## config.mk

```make
export PLATFORM = sky130hd
export DESIGN_NAME = pdm_ctrl
export DESIGN_NICKNAME = d
export VERILOG_FILES = /design/src/verilog/pdm_pkg.sv /design/src/verilog/pdm_ctrl.sv /design/src/verilog/pdm_page_sel.sv
export SDC_FILE = /design/constraint.sdc
export NUM_CORES = 1
export LEC_CHECK = 0
export BUFFER_PORTS_ARGS = -buffer_cell sky130_fd_sc_hd__buf_2
export CORE_MARGIN = 1
export CORE_UTILIZATION = 53
export CTS_CLUSTER_DIAMETER = 40
export DETAILED_ROUTE_END_ITERATION = 6
export PLACE_DENSITY = 0.88
export SETUP_SLACK_MARGIN = 0.02
export SLEW_MARGIN = 20
export SYNTH_ARGS = -nofsm -noshare
export SYNTH_HDL_FRONTEND = slang
export SYNTH_SLANG_ARGS = --single-unit
```

## constraint.sdc

```tcl
create_clock -name SYS_CLK -period 10.6 [get_ports SYS_CLK]
set_input_delay 3.18 -clock SYS_CLK [delete_from_list [all_inputs] [get_ports SYS_CLK]]
set_output_delay 3.18 -clock SYS_CLK [all_outputs]
set_load 0.05 [all_outputs]
```

## src/verilog/pdm_pkg.sv

```systemverilog
// Purpose: Shared constants for the paged bus DRAM controller
// Assumes: 50 MHz system clock, bus clock sampled as a plain input
// Notes:   Timing figures are in ns; cycle counts are derived here
package pdm_pkg;

  // ************************************************************
  // Clock and cycle timing
  // ************************************************************
  localparam int SYS_CLK_NS  = 20;   // System clock period
  localparam int T_RAS_NS    = 40;   // Cycle start to row strobe
  localparam int T_COL_NS    = 80;   // Cycle start to column mux
  localparam int T_CAS_NS    = 120;  // Cycle start to column strobe
  localparam int T_DOC_NS    = 380;  // Cycle start to read capture
  // Least times round up to whole clock cycles
  localparam int RAS_CYC = (T_RAS_NS + SYS_CLK_NS - 1) / SYS_CLK_NS;
  localparam int COL_CYC = (T_COL_NS + SYS_CLK_NS - 1) / SYS_CLK_NS;
  localparam int CAS_CYC = (T_CAS_NS + SYS_CLK_NS - 1) / SYS_CLK_NS;
  localparam int DOC_CYC = (T_DOC_NS + SYS_CLK_NS - 1) / SYS_CLK_NS;

  // ************************************************************
  // Memory geometry
  // ************************************************************
  localparam int NUM_PAGES  = 3;     // Pages of eight chips
  localparam int MA_W       = 7;     // Shared memory address pins
  localparam int DATA_W     = 8;     // Byte wide bus
  localparam int SW_W       = 4;     // Switch setting width

  // ************************************************************
  // Register map (byte addresses) and fields
  // ************************************************************
  localparam logic [7:0] REG_CTRL   = 8'h00;  // Page starts, refresh enable
  localparam logic [7:0] REG_STATUS = 8'h04;  // Refresh row, last page
  localparam int CTRL_SW0_LSB  = 0;           // Page 0 start setting
  localparam int CTRL_SW1_LSB  = 4;           // Page 1 start setting
  localparam int CTRL_SW2_LSB  = 8;           // Page 2 start setting
  localparam int CTRL_REFEN    = 16;          // Refresh enable bit
  localparam int STAT_ROW_LSB  = 0;           // Refresh row counter
  localparam int STAT_PAGE_LSB = 8;           // Page of last cycle, one-hot or zero
  localparam int STAT_KIND_LSB = 12;          // Last cycle kind
  localparam logic [31:0] CTRL_RESET = 32'h0001_0840;  // 0000/4000/8000

  // ************************************************************
  // Cycle kinds and sequencer states
  // ************************************************************
  typedef enum logic [1:0] {
    KIND_NULL  = 2'h0,
    KIND_READ  = 2'h1,
    KIND_WRITE = 2'h2,
    KIND_REFR  = 2'h3
  } pdm_kind_t;

  typedef enum logic [2:0] {
    ST_IDLE = 3'h0,
    ST_ROW  = 3'h1,
    ST_RAS  = 3'h3,
    ST_COL  = 3'h2,
    ST_CAS  = 3'h6,
    ST_DONE = 3'h7
  } pdm_state_t;

endpackage

```

## src/verilog/pdm_ctrl.sv

```systemverilog
// Purpose: Paged bus DRAM controller with autonomous refresh
// Assumes: Bus clock PHI2 and bus lines are synchronous to SYS_CLK
// Notes:   One memory cycle per bus clock period, no wait states
`timescale 1ns/100ps
module pdm_ctrl #(
  parameter bit ROW_HAS_A6 = 1'b1,  // 1: A6 in row, A12/A13 in column
  parameter int CNT_W      = 6      // Phase counter width
) (
  input  wire logic                                     SYS_CLK,
  input  wire logic                                     RST,
  // Wishbone classic slave
  input  wire logic                                     CYC_I,
  input  wire logic                                     STB_I,
  input  wire logic                                     WE_I,
  input  wire logic [7:0]                               ADR_I,
  input  wire logic [3:0]                               SEL_I,
  input  wire logic [31:0]                              DAT_I,
  output logic      [31:0]                              DAT_O,
  output logic                                          ACK_O,
  // Bus side
  input  wire logic                                     PHI2,
  input  wire logic [15:0]                              ADDR,
  input  wire logic [pdm_pkg::DATA_W-1:0]               DO,
  input  wire logic                                     SMEMR,
  input  wire logic                                     MWRT,
  input  wire logic                                     PDBIN,
  input  wire logic                                     EXTENDED_HIT_N,
  input  wire logic                                     BUS_SIDE_SELECT_N,
  output logic      [pdm_pkg::DATA_W-1:0]               DI_OUT,
  output logic                                          DI_OE,
  output logic                                          BOARD_HIT_N,
  // Memory array side
  output logic      [pdm_pkg::NUM_PAGES-1:0]            RAS_N,
  output logic                                          CAS_N,
  output logic                                          WE_N,
  output logic      [pdm_pkg::MA_W-1:0]                 MA,
  output logic      [pdm_pkg::DATA_W-1:0]               MEM_DIN,
  input  wire logic [pdm_pkg::NUM_PAGES*pdm_pkg::DATA_W-1:0] MEM_DOUT
);
  import pdm_pkg::*;

  // ************************************************************
  // Elaboration checks
  // ************************************************************
  if (DOC_CYC >= (1 << CNT_W) - 1) begin : g_bad_cnt
    $error("Phase counter too narrow for cycle timing");
  end
  if (!(RAS_CYC < COL_CYC && COL_CYC < CAS_CYC && CAS_CYC < DOC_CYC)) begin : g_bad_order
    $error("Strobe timing out of order");
  end

  // ************************************************************
  // Declarations
  // ************************************************************
  logic [31:0]          ctrl_q;        // Page settings and refresh enable
  logic                 ack_q;         // Bus acknowledge
  logic [31:0]          dat_q;         // Bus read data
  logic                 phi2_q;        // Previous bus clock level
  logic                 cyc_start;     // Bus clock falling edge
  pdm_state_t           state_q;       // Strobe sequencer
  logic [CNT_W-1:0]     cnt_q;         // Cycles since cycle start
  pdm_kind_t            kind_q;        // Current cycle kind
  pdm_kind_t            kind_d;        // Kind chosen at cycle start
  logic [NUM_PAGES-1:0] page_q;        // Page latched at cycle start
  logic [NUM_PAGES-1:0] page_sel;      // Page chosen from address
  logic [1:0]           blk_ofs;       // Block inside the page
  logic                 hit_n;         // No page matches
  logic [MA_W-1:0]      row_q;         // Latched row group
  logic [MA_W-1:0]      col_q;         // Latched column group
  logic [MA_W-1:0]      row_d;         // Row group from bus address
  logic [MA_W-1:0]      col_d;         // Column group from bus address
  logic [MA_W-1:0]      ref_row_q;     // Refresh row counter
  logic [DATA_W-1:0]    wdata_q;       // Write data register
  logic [DATA_W-1:0]    rdata_q;       // Output data register
  logic [NUM_PAGES-1:0] ras_n_q;       // Row strobes
  logic                 cas_n_q;       // Column strobe
  logic                 we_n_q;        // Write enable
  logic [MA_W-1:0]      ma_q;          // Memory address pins
  logic                 row_address_phase_q; // Row address phase
  logic                 drive_en_n;    // Read drive enable, active low

  // ************************************************************
  // Page selection
  // ************************************************************
  pdm_page_sel #(
    .PAGES       (NUM_PAGES)
  ) u_page_sel (
    .addr_hi     (ADDR[15:12]),
    .sw          (ctrl_q[CTRL_SW0_LSB +: NUM_PAGES*SW_W]),
    .page_sel    (page_sel),
    .blk_ofs     (blk_ofs),
    .board_hit_n (hit_n)
  );

  // ************************************************************
  // Wishbone register slave
  // ************************************************************
  // Single-cycle acknowledge, dropped the cycle after it is given
  always_ff @(posedge SYS_CLK) begin
    if (RST) begin
      ack_q <= 1'b0;
    end else begin
      ack_q <= CYC_I & STB_I & ~ack_q;
    end
  end
  // Control register, byte lanes honoured
  always_ff @(posedge SYS_CLK) begin
    if (RST) begin
      ctrl_q <= CTRL_RESET;
    end else if (CYC_I && STB_I && !ack_q && WE_I && ADR_I == REG_CTRL) begin
      for (int b = 0; b < 4; b++) begin
        if (SEL_I[b]) begin
          ctrl_q[b*8 +: 8] <= DAT_I[b*8 +: 8];
        end
      end
    end
  end
  // Read mux; unmapped offsets answer zero
  always_ff @(posedge SYS_CLK) begin
    if (RST) begin
      dat_q <= 32'h0000_0000;
    end else if (CYC_I && STB_I && !ack_q) begin
      dat_q <= 32'h0000_0000;
      if (ADR_I == REG_CTRL) begin
        dat_q <= ctrl_q & 32'h0001_0FFF;
      end else if (ADR_I == REG_STATUS) begin
        dat_q[STAT_ROW_LSB +: MA_W]      <= ref_row_q;
        dat_q[STAT_PAGE_LSB +: NUM_PAGES] <= page_q;
        dat_q[STAT_KIND_LSB +: 2]         <= kind_q;
      end
    end
  end
  assign ACK_O = ack_q;
  assign DAT_O = dat_q;

  // ************************************************************
  // Cycle start and kind
  // ************************************************************
  // bus clock fall
  assign cyc_start = phi2_q & ~PHI2;
  always_ff @(posedge SYS_CLK) begin
    if (RST) begin
      phi2_q <= 1'b0;
    end else begin
      phi2_q <= PHI2;
    end
  end
  // Access wins; an idle bus cycle becomes a refresh cycle
  always_comb begin
    kind_d = KIND_NULL;
    if (!hit_n && SMEMR) begin
      kind_d = KIND_READ;
    end else if (!hit_n && MWRT) begin
      kind_d = KIND_WRITE;
    end else if (ctrl_q[CTRL_REFEN]) begin
      kind_d = KIND_REFR;
    end
  end

  // ************************************************************
  // Address groups
  // ************************************************************
  // build-time A6/A12/A13 routing
  always_comb begin
    if (ROW_HAS_A6) begin
      row_d = {ADDR[6], ADDR[5:0]};
      col_d = {blk_ofs, ADDR[11:7]};
    end else begin
      row_d = {blk_ofs[0], ADDR[5:0]};
      col_d = {blk_ofs[1], ADDR[6], ADDR[11:7]};
    end
  end
  always_ff @(posedge SYS_CLK) begin
    if (RST) begin
      row_q   <= '0;
      col_q   <= '0;
      wdata_q <= '0;
      page_q  <= '0;
      kind_q  <= KIND_NULL;
    end else if (cyc_start) begin
      row_q   <= row_d;
      col_q   <= col_d;
      wdata_q <= DO;
      page_q  <= page_sel;
      kind_q  <= kind_d;
    end
  end

  // ************************************************************
  // Strobe sequencer
  // ************************************************************
  // Phase counter restarts at every bus clock fall
  always_ff @(posedge SYS_CLK) begin
    if (RST) begin
      cnt_q <= '0;
    end else if (cyc_start) begin
      cnt_q <= '0;
    end else if (cnt_q != '1) begin
      cnt_q <= cnt_q + 1'b1;
    end
  end
  // A short bus period restarts the sequence mid-way by design
  always_ff @(posedge SYS_CLK) begin
    if (RST) begin
      state_q <= ST_IDLE;
    end else if (cyc_start) begin
      state_q <= ST_ROW;
    end else begin
      unique case (state_q)
        ST_IDLE: state_q <= ST_IDLE;
        ST_ROW:  if (cnt_q == CNT_W'(RAS_CYC - 1)) state_q <= ST_RAS;
        ST_RAS:  if (cnt_q == CNT_W'(COL_CYC - 1)) state_q <= ST_COL;
        ST_COL:  if (cnt_q == CNT_W'(CAS_CYC - 1)) state_q <= ST_CAS;
        ST_CAS:  if (cnt_q == CNT_W'(DOC_CYC - 1)) state_q <= ST_DONE;
        ST_DONE: state_q <= ST_DONE;
      endcase
    end
  end
  // Row address phase: high from the start of each cycle until row strobe
  always_ff @(posedge SYS_CLK) begin
    if (RST) begin
      row_address_phase_q <= 1'b0;
    end else begin
      row_address_phase_q <= cyc_start | (row_address_phase_q & (cnt_q != CNT_W'(RAS_CYC - 1)));
    end
  end
  // Row strobes; refresh strobes every page, access only one
  always_ff @(posedge SYS_CLK) begin
    if (RST) begin
      ras_n_q <= '1;
    end else if (cyc_start) begin
      ras_n_q <= '1;
    end else if (state_q == ST_ROW && cnt_q == CNT_W'(RAS_CYC - 1)) begin
      if (kind_q == KIND_REFR) begin
        ras_n_q <= '0;
      end else if (kind_q != KIND_NULL) begin
        ras_n_q <= ~page_q;
      end
    end else if (state_q == ST_CAS && cnt_q == CNT_W'(DOC_CYC - 1)) begin
      ras_n_q <= '1;
    end
  end
  // Column strobe to all chips; held until next bus clock fall
  always_ff @(posedge SYS_CLK) begin
    if (RST) begin
      cas_n_q <= 1'b1;
    end else if (cyc_start) begin
      cas_n_q <= 1'b1;
    end else if (state_q == ST_COL && cnt_q == CNT_W'(CAS_CYC - 1)) begin
      cas_n_q <= ~(kind_q == KIND_READ || kind_q == KIND_WRITE);
    end
  end
  always_ff @(posedge SYS_CLK) begin
    if (RST) begin
      we_n_q <= 1'b1;
    end else if (cyc_start) begin
      we_n_q <= 1'b1;
    end else if (state_q == ST_RAS && cnt_q == CNT_W'(COL_CYC - 1)) begin
      we_n_q <= (kind_q != KIND_WRITE);
    end else if (state_q == ST_CAS && cnt_q == CNT_W'(DOC_CYC - 1)) begin
      we_n_q <= 1'b1;
    end
  end
  always_ff @(posedge SYS_CLK) begin
    if (RST) begin
      ma_q <= '0;
    end else if (cyc_start) begin
      ma_q <= (kind_d == KIND_REFR) ? ref_row_q : row_d;
    end else if (state_q == ST_RAS && cnt_q == CNT_W'(COL_CYC - 1) && kind_q != KIND_REFR) begin
      ma_q <= col_q;
    end
  end
  always_ff @(posedge SYS_CLK) begin
    if (RST) begin
      ref_row_q <= '0;
    end else if (state_q == ST_CAS && cnt_q == CNT_W'(DOC_CYC - 1) && kind_q == KIND_REFR) begin
      ref_row_q <= ref_row_q + 1'b1;
    end
  end
  always_ff @(posedge SYS_CLK) begin
    if (RST) begin
      rdata_q <= '0;
    end else if (state_q == ST_CAS && cnt_q == CNT_W'(DOC_CYC - 1)) begin
      for (int p = 0; p < NUM_PAGES; p++) begin
        if (page_q[p]) begin
          rdata_q <= MEM_DOUT[p*DATA_W +: DATA_W];
        end
      end
    end
  end

  // ************************************************************
  // Outputs
  // ************************************************************
  // all selects low, read strobes high
  assign drive_en_n = ~(~hit_n & ~EXTENDED_HIT_N & ~BUS_SIDE_SELECT_N & SMEMR & PDBIN);
  assign DI_OE       = ~drive_en_n;
  assign DI_OUT      = rdata_q;
  assign BOARD_HIT_N = hit_n;
  assign RAS_N       = ras_n_q;
  assign CAS_N       = cas_n_q;
  assign WE_N        = we_n_q;
  assign MA          = ma_q;
  // one byte shared by three pages
  assign MEM_DIN     = wdata_q;
endmodule

```

## src/verilog/pdm_page_sel.sv

```systemverilog
// Purpose: Page match and priority from the top address nibble
// Assumes: Settings are stable during a bus cycle
// Notes:   Pages wrap past FFFF into low memory
`timescale 1ns/100ps
module pdm_page_sel #(
  parameter int PAGES = pdm_pkg::NUM_PAGES
) (
  input  wire logic [3:0]         addr_hi,     // Bus A15..A12
  input  wire logic [PAGES*4-1:0] sw,          // Start settings
  output logic      [PAGES-1:0]   page_sel,    // One-hot or zero
  output logic      [1:0]         blk_ofs,     // 4K block inside page
  output logic                    board_hit_n  // Low if any page hits
);
  import pdm_pkg::*;

  logic [PAGES-1:0] match;             // Raw per-page match
  logic [1:0]       ofs [PAGES];       // Per-page block offset

  // ************************************************************
  // Per-page comparison
  // ************************************************************
  // nibble against setting
  for (genvar p = 0; p < PAGES; p++) begin : g_cmp
    logic [3:0] diff;
    assign diff     = addr_hi - sw[p*4 +: 4];
    assign match[p] = (diff[3:2] == 2'h0);
    assign ofs[p]   = diff[1:0];
  end

  // Lowest numbered matching page wins
  always_comb begin
    page_sel = '0;
    blk_ofs  = 2'h0;
    for (int p = PAGES - 1; p >= 0; p--) begin
      if (match[p]) begin
        page_sel    = '0;
        page_sel[p] = 1'b1;
        blk_ofs     = ofs[p];
      end
    end
  end

  assign board_hit_n = ~|match;

endmodule

```

==> flow_summary.yaml, run 1 <==
status:
  status: "completed"
clocking:
  cts_resized: 0
  clkLatencyLatePin_ns: 0.36
  post_cts.repair.setup_buffers: 0
  root_buffer: "clkbuf_8"
  cts_buffers: 9
  h-tree-depth: 3
  cts_tree: "yes"
  cts.hold.buffers_added: 0
  clock_sinks: 86
  clock_path_buffers: 2
  clk_pin_slew_ns: 0.08
worst_setup_path:
  path_max_fanout: 8
  cp_data_arrival_time_ns: 5.59
  worstSetupStartpointType: "input port"
  path_cells: "buf_2, inv_1, ha_1, inv_1, fa_1, xor2_1, nand4b_1, nand2_1, nor3_2, nand2b_1, nor4b_1, buf_2"
  crit_buf_inv: 4
  crit_slowest_cell: "fa_1"
  crit_family: "simple AND/OR/NAND/NOR gates"
  path_class: "in2out"
  critPathCaptureType: "output pin"
  cpPeakStageDelay_ns: 0.37
  cp.required_ns: 7.42
finish:
  insertedDiodeCount: 0
  layout-drive-gt1-share_pct: 25.4
  fin_area_mm2: 0.00512
  nNetsFinal: 741
  fillers: 656
  syn_to_final_growth_pct: 17.9
detailed_routing:
  drtIter0Drc: 214
  wl_per_cell_um: 14.7
  firstDrtPassIters: 5
  vias: 4043
  remaining_drc_errors: 0
  antenna_left: 0
  vias_per_cell: 5.58
  routed_wl_um: 10600
yosys:
  yosysTopAreaCellShare_pct: 39.6
  synth_flop_cell: "dfxtp_1"
  synth_common_cells: "dfxtp_1, nand2_1, nor2_1"
  yosysUniqueCellTypes: 56
  syn_avg_cell_area_um2: 8.62
  synth_edf_count: 0
  ys_async_sr_fraction_pct: 0
  synth.yosys.seq_area_share_pct: 39.6
  yosysWarnings: 0
  synth_cells: 504
  synth_seq_cells: 86
  yosysTopAreaCell: "dfxtp_1"
  synth_most_common_cell: "dfxtp_1"
  yosys-top-cells-area: "dfxtp_1, mux2i_1, nand2_1"
  syn-cell-area_mm2: 0.00435
pwr:
  p_int_uw: 445
  p_seq_share_pct: 53.2
  p_comb_share_pct: 16.4
  max-vdd-ir-drop_uv: 55.8
  clkPwrFrac_pct: 30.4
  switching_share_pct: 29.8
  switchingPower_uw: 189
  power_leakage_nw: 2.33
  p_per_area_mw_per_mm2: 124
sta:
  min_period_ns: 8.77
  tightest_slew_ns: 1.10
  fmax_ghz: 0.114
  relSlewSlack_pct: 26.4
  drv_slew: 0
  setup_viol: 0
  fin_setup_tns_ns: 0
  skew_ns: 0.0101
  min_period_over_period_pct: 82.7
  rsz0062_at_grt: "no"
  hold_viol: 0
die:
  die_area_mm2: 0.00857
  initial_core_util_pct: 55.4
  core.rowCount: 32
  die_h_um: 92.6
  core_mm2: 0.00785
  io_pins: 166
  dieWidth_um: 92.6
global_routing:
  grt_pass1_wl_um: 17400
  grt_max_degree: 86
  track_usage_pct: 25.4
  gr-total-overflow: 0
  grt_antenna_before_repair: 0
  grt_pass1_vias: 3864
hold_path:
  hold_path.class: "reg2reg"
place:
  placedInstanceArea_mm2: 0.00497
  place_congestion: 0.852
  io_buffers: 128
  dp_hpwl_um: 7680
run:
  maxCapViolations: 0
metal layers:
| metal | track usage [%] | vias up | part of all wire [%] |
|---|---|---|---|
| met1 | 30.6 | 1859 | 41 |
| met2 | 43.6 | 193 | 49 |
| met3 | 4.02 | 30 | 6.6 |
| met5 | 0 | - | 0 |
| met4 | 13.2 | 0 | 3.0 |
| li1 | - | 1961 | - |
stage by stage:
stage	power, mW	setup slack, ns	util, %	cells	hold WS, ns
finish	0.634	1.83	65.3	725	0.458
detailed placement	0.448	1.89	63.3	710	0.447
global placement	0.444	1.97	63.3	710	0.436
global route	0.662	1.71	65.3	725	0.475
floorplan	0.421	0.953	-	520	0.440
CTS	0.638	1.88	65.3	725	0.459
worst paths after layout:
check / cells after the start / endpoint / slack [ns] / start
max: 12 / DI_OE / 1.83 / ADDR[12]
max reg2reg: 9 / MA[6] / 7.45 / ctrl_q[0]
min reg2reg: 2 / DAT_O[12] / 0.46 / DAT_O[12]
min: 2 / DAT_O[12] / 0.46 / DAT_O[12]
flip-flops by register name, summed over array words and instances (netlist names), 6 cells and up:
name	count
cnt_q	6
DAT_O	15
ctrl_q	13
MEM_DIN	8
ref_row_q	7
DI_OUT	8
MA	7
col_q	7
cells in the final DEF, fill, tap and decap left out, types with 3 or more instances in the layout:
master	n
buf_2	128
dfxtp_1	86
nand2_1	65
nor2_1	51
a21oi_1	33
mux2i_1	28
inv_1	21
o21ai_0	18
conb_1	17
nor3_1	16
ha_1	16
xor2_1	12
nand3b_1	12
nand4b_1	10
a221oi_1	10
nand3_1	9
clkbuf_8	9
nand2b_1	7
nand4_1	7
o221ai_1	6
a211o_1	5
clkinv_2	4
buf_4	4
o22ai_1	3
fa_1	3
power by group through the flow:
stage	clock, mW	combinational (mW)	sequential, mW
2_1_floorplan	0	0.0602	0.360
3_3_place_gp	0	0.100	0.344
3_5_place_dp	0	0.103	0.345
4_1_cts	0.197	0.103	0.337
5_1_grt	0.211	0.113	0.338
6_report	0.193	0.104	0.337
logic make-up after synthesis:
| family | count (synthesis) | synth area share [%] |
|---|---|---|
| muxes | 29 | 6.71 |
| DFF | 86 | 39.6 |
| AOI/OAI and AO/OA | 92 | 14.0 |
| adders and majority gates | 19 | 5.99 |
| xor gates and xnor gates | 14 | 2.82 |
| buffers and inverters | 65 | 7.31 |
| other | 1 | 0.0863 |
| and+or+nand+nor | 198 | 23.5 |
worst register-to-register path, stage by stage, from the launching register on:
cell and delay [ns]:
dfxtp_1 0.40, ha_1 0.20, inv_1 0.06, fa_1 0.37, xor2_1 0.20, nand4b_1 0.18
nand2_1 0.23, o32ai_2 0.84, mux2_2 0.42, o2bb2ai_1 0.12
final cells by class:
class                      instances  area (um2)  area share, %
timing repair buffer             132         671           13.1
clock inverter                     5        27.5          0.537
clock buffer                      10         128           2.49
sequential                        86        1720           33.6
multi-input combinational        369        2370           46.3
inverter                          21        78.8           1.54
tap                              102         128           2.49
(Power assumes the default switching activity.)
==> inputs of run 2 (changes only) <==
--- a/config.mk
+++ b/config.mk
@@ -7,10 +7,10 @@
 export LEC_CHECK = 0
 export BUFFER_PORTS_ARGS = -buffer_cell sky130_fd_sc_hd__buf_2
 export CORE_MARGIN = 1
-export CORE_UTILIZATION = 53
+export CORE_UTILIZATION = 49
 export CTS_CLUSTER_DIAMETER = 40
 export DETAILED_ROUTE_END_ITERATION = 6
-export PLACE_DENSITY = 0.88
+export PLACE_DENSITY = 0.82
 export SETUP_SLACK_MARGIN = 0.02
 export SLEW_MARGIN = 20
 export SYNTH_ARGS = -nofsm -noshare
==> constraint.sdc (replaced) <==
create_clock -name SYS_CLK -period 8.44 [get_ports SYS_CLK]
set_input_delay 2.532 -clock SYS_CLK [delete_from_list [all_inputs] [get_ports SYS_CLK]]
set_output_delay 2.532 -clock SYS_CLK [all_outputs]
set_load 0.05 [all_outputs]
==> run 2 against run 1 <==
Compared with the run above:
- clock skew rose by 0.0029 ns
- wire length fell by 0.56%
- non-clock buffer count did not move
- clock-buffer cell count rose by 1
- first-iteration DRC count fell by 17%
- sequential power rose by 26%
- register-to-register slack got worse by 2.0 ns
- die area rose by 8.0%
- setup slack got worse by 0.84 ns
- largest power group unchanged
==> flow_summary.yaml, run 2 (same netlist as run 1, synthesis figures left out) <==
pwr:
  switchingPower_uw: 246
  switching_share_pct: 28.8
  clkPwrFrac_pct: 35.3
  p_per_area_mw_per_mm2: 165
  max-vdd-ir-drop_uv: 73.6
  p_seq_share_pct: 49.5
  power_leakage_nw: 2.36
  p_int_uw: 609
  power_uw: 855
  p_comb_share_pct: 15.2
detailed_routing:
  antenna_left: 0
  drtIter0Drc: 177
  wl_per_cell_um: 14.5
  vias_per_cell: 5.43
  firstDrtPassIters: 5
  routed_wl_um: 10600
  remaining_drc_errors: 0
  vias: 3959
global_routing:
  gr-total-overflow: 0
  grt_pass1_wl_um: 16600
  grt_antenna_before_repair: 0
  grt_max_degree: 86
  grt_pass1_vias: 3611
  track_usage_pct: 23.7
sta:
  min_period_over_period_pct: 88.2
  fin_setup_tns_ns: 0
  drv_slew: 0
  setup_slack_ns: 0.996
  setup_viol: 0
  tightest_slew_ns: 1.06
  relSlewSlack_pct: 29.2
  rsz0062_at_grt: "no"
  min_period_ns: 7.44
  fmax_ghz: 0.134
  hold_viol: 0
  skew_ns: 0.0130
die:
  die_h_um: 96.2
  io_pins: 166
  initial_core_util_pct: 51.9
  core.rowCount: 33
  core_mm2: 0.00838
  dieWidth_um: 96.2
  die_area_mm2: 0.00925
clocking:
  clk_pin_slew_ns: 0.09
  cts_buffers: 9
  clock_sinks: 86
  clkLatencyLatePin_ns: 0.36
  cts_tree: "yes"
  root_buffer: "clkbuf_8"
  cts_resized: 0
  clock_path_buffers: 2
  h-tree-depth: 3
  post_cts.repair.setup_buffers: 0
  cts.hold.buffers_added: 0
run:
  maxCapViolations: 0
worst_setup_path:
  path_class: "in2out"
  path_max_fanout: 8
  worstSetupStartpointType: "input port"
  r2r_start: "ctrl_q[0]"
  critPathCaptureType: "output pin"
  cp_data_arrival_time_ns: 4.91
  cp.required_ns: 5.91
  critPathLaunch: "ADDR[12]"
finish:
  final_cell_mix: "buf_2, dfxtp_1, nand2_1, nor2_1, a21oi_1"
  final_common_cell: "buf_2"
  largest_register_ffs: 15
  fin_cells: 729
  fillers: 762
  nNetsFinal: 741
  seqCellArea_mm2: 0.00172
  fin_area_mm2: 0.00518
  insertedDiodeCount: 0
  layout-drive-gt1-share_pct: 25.6
  syn_to_final_growth_pct: 19.2
  multiInputGateArea_mm2: 0.00237
place:
  io_buffers: 128
  dp_hpwl_um: 7820
  place_ws_ns: 1.03
  dp_cells: 713
  place_congestion: 0.842
  placedInstanceArea_mm2: 0.00497
status:
  status: "completed"
hold_path:
  holdCritStartpoint: "MEM_DIN[2]"
  hold_path.class: "reg2reg"
run 2: through the flow:
stage,hold WS (ns),utilization [%]
after floorplan,0.440,-
after global placement,0.438,59.3
after detailed placement,0.444,59.3
after CTS,0.457,61.8
after global routing,0.478,61.8
final,0.454,61.8
run 2: critical path, cell delays in order:
cell	delay, ns
buf_2	0.10
inv_1	0.11
ha_1	0.19
inv_1	0.06
fa_1	0.37
xor2_1	0.16
a211o_1	0.24
nand2_1	0.25
nor3_2	0.11
nand2b_1	0.20
nor4b_1	0.28
buf_2	0.31
run 2: power by group through the flow:
stage	clock [mW]	sequential [mW]	combinational [mW]
floorplan	0	0.453	0.0756
global placement	0	0.432	0.126
detailed placement	0	0.433	0.130
CTS	0.308	0.424	0.130
global route	0.325	0.425	0.141
finish	0.302	0.424	0.130
run 2: layout make-up:
type,count,share of cell area (%)
clock inverter,5,1.11
inverter,21,1.52
tap,105,2.54
sequential,86,33.2
timing repair buffer,132,12.9
multi-input combinational,369,45.7
clock buffer,11,2.92
run 2: final timing paths:
path	end	slack, ns	cells past startpoint
setup / recovery	DI_OE	1.0	12
setup reg to reg	MA[6]	5.43	9
hold / removal	MEM_DIN[2]	0.45	2
hold reg to reg	MEM_DIN[2]	0.45	2
run 2: routing by layer:
layer | global-route usage, % | wire length, um | up-vias
met3 | 4.58 | 627 | 18
met2 | 40.8 | 5280 | 150
met5 | 0 | 0 | -
met4 | 10.9 | 197 | 0
met1 | 28.2 | 4470 | 1826
li1 | - | - | 1965
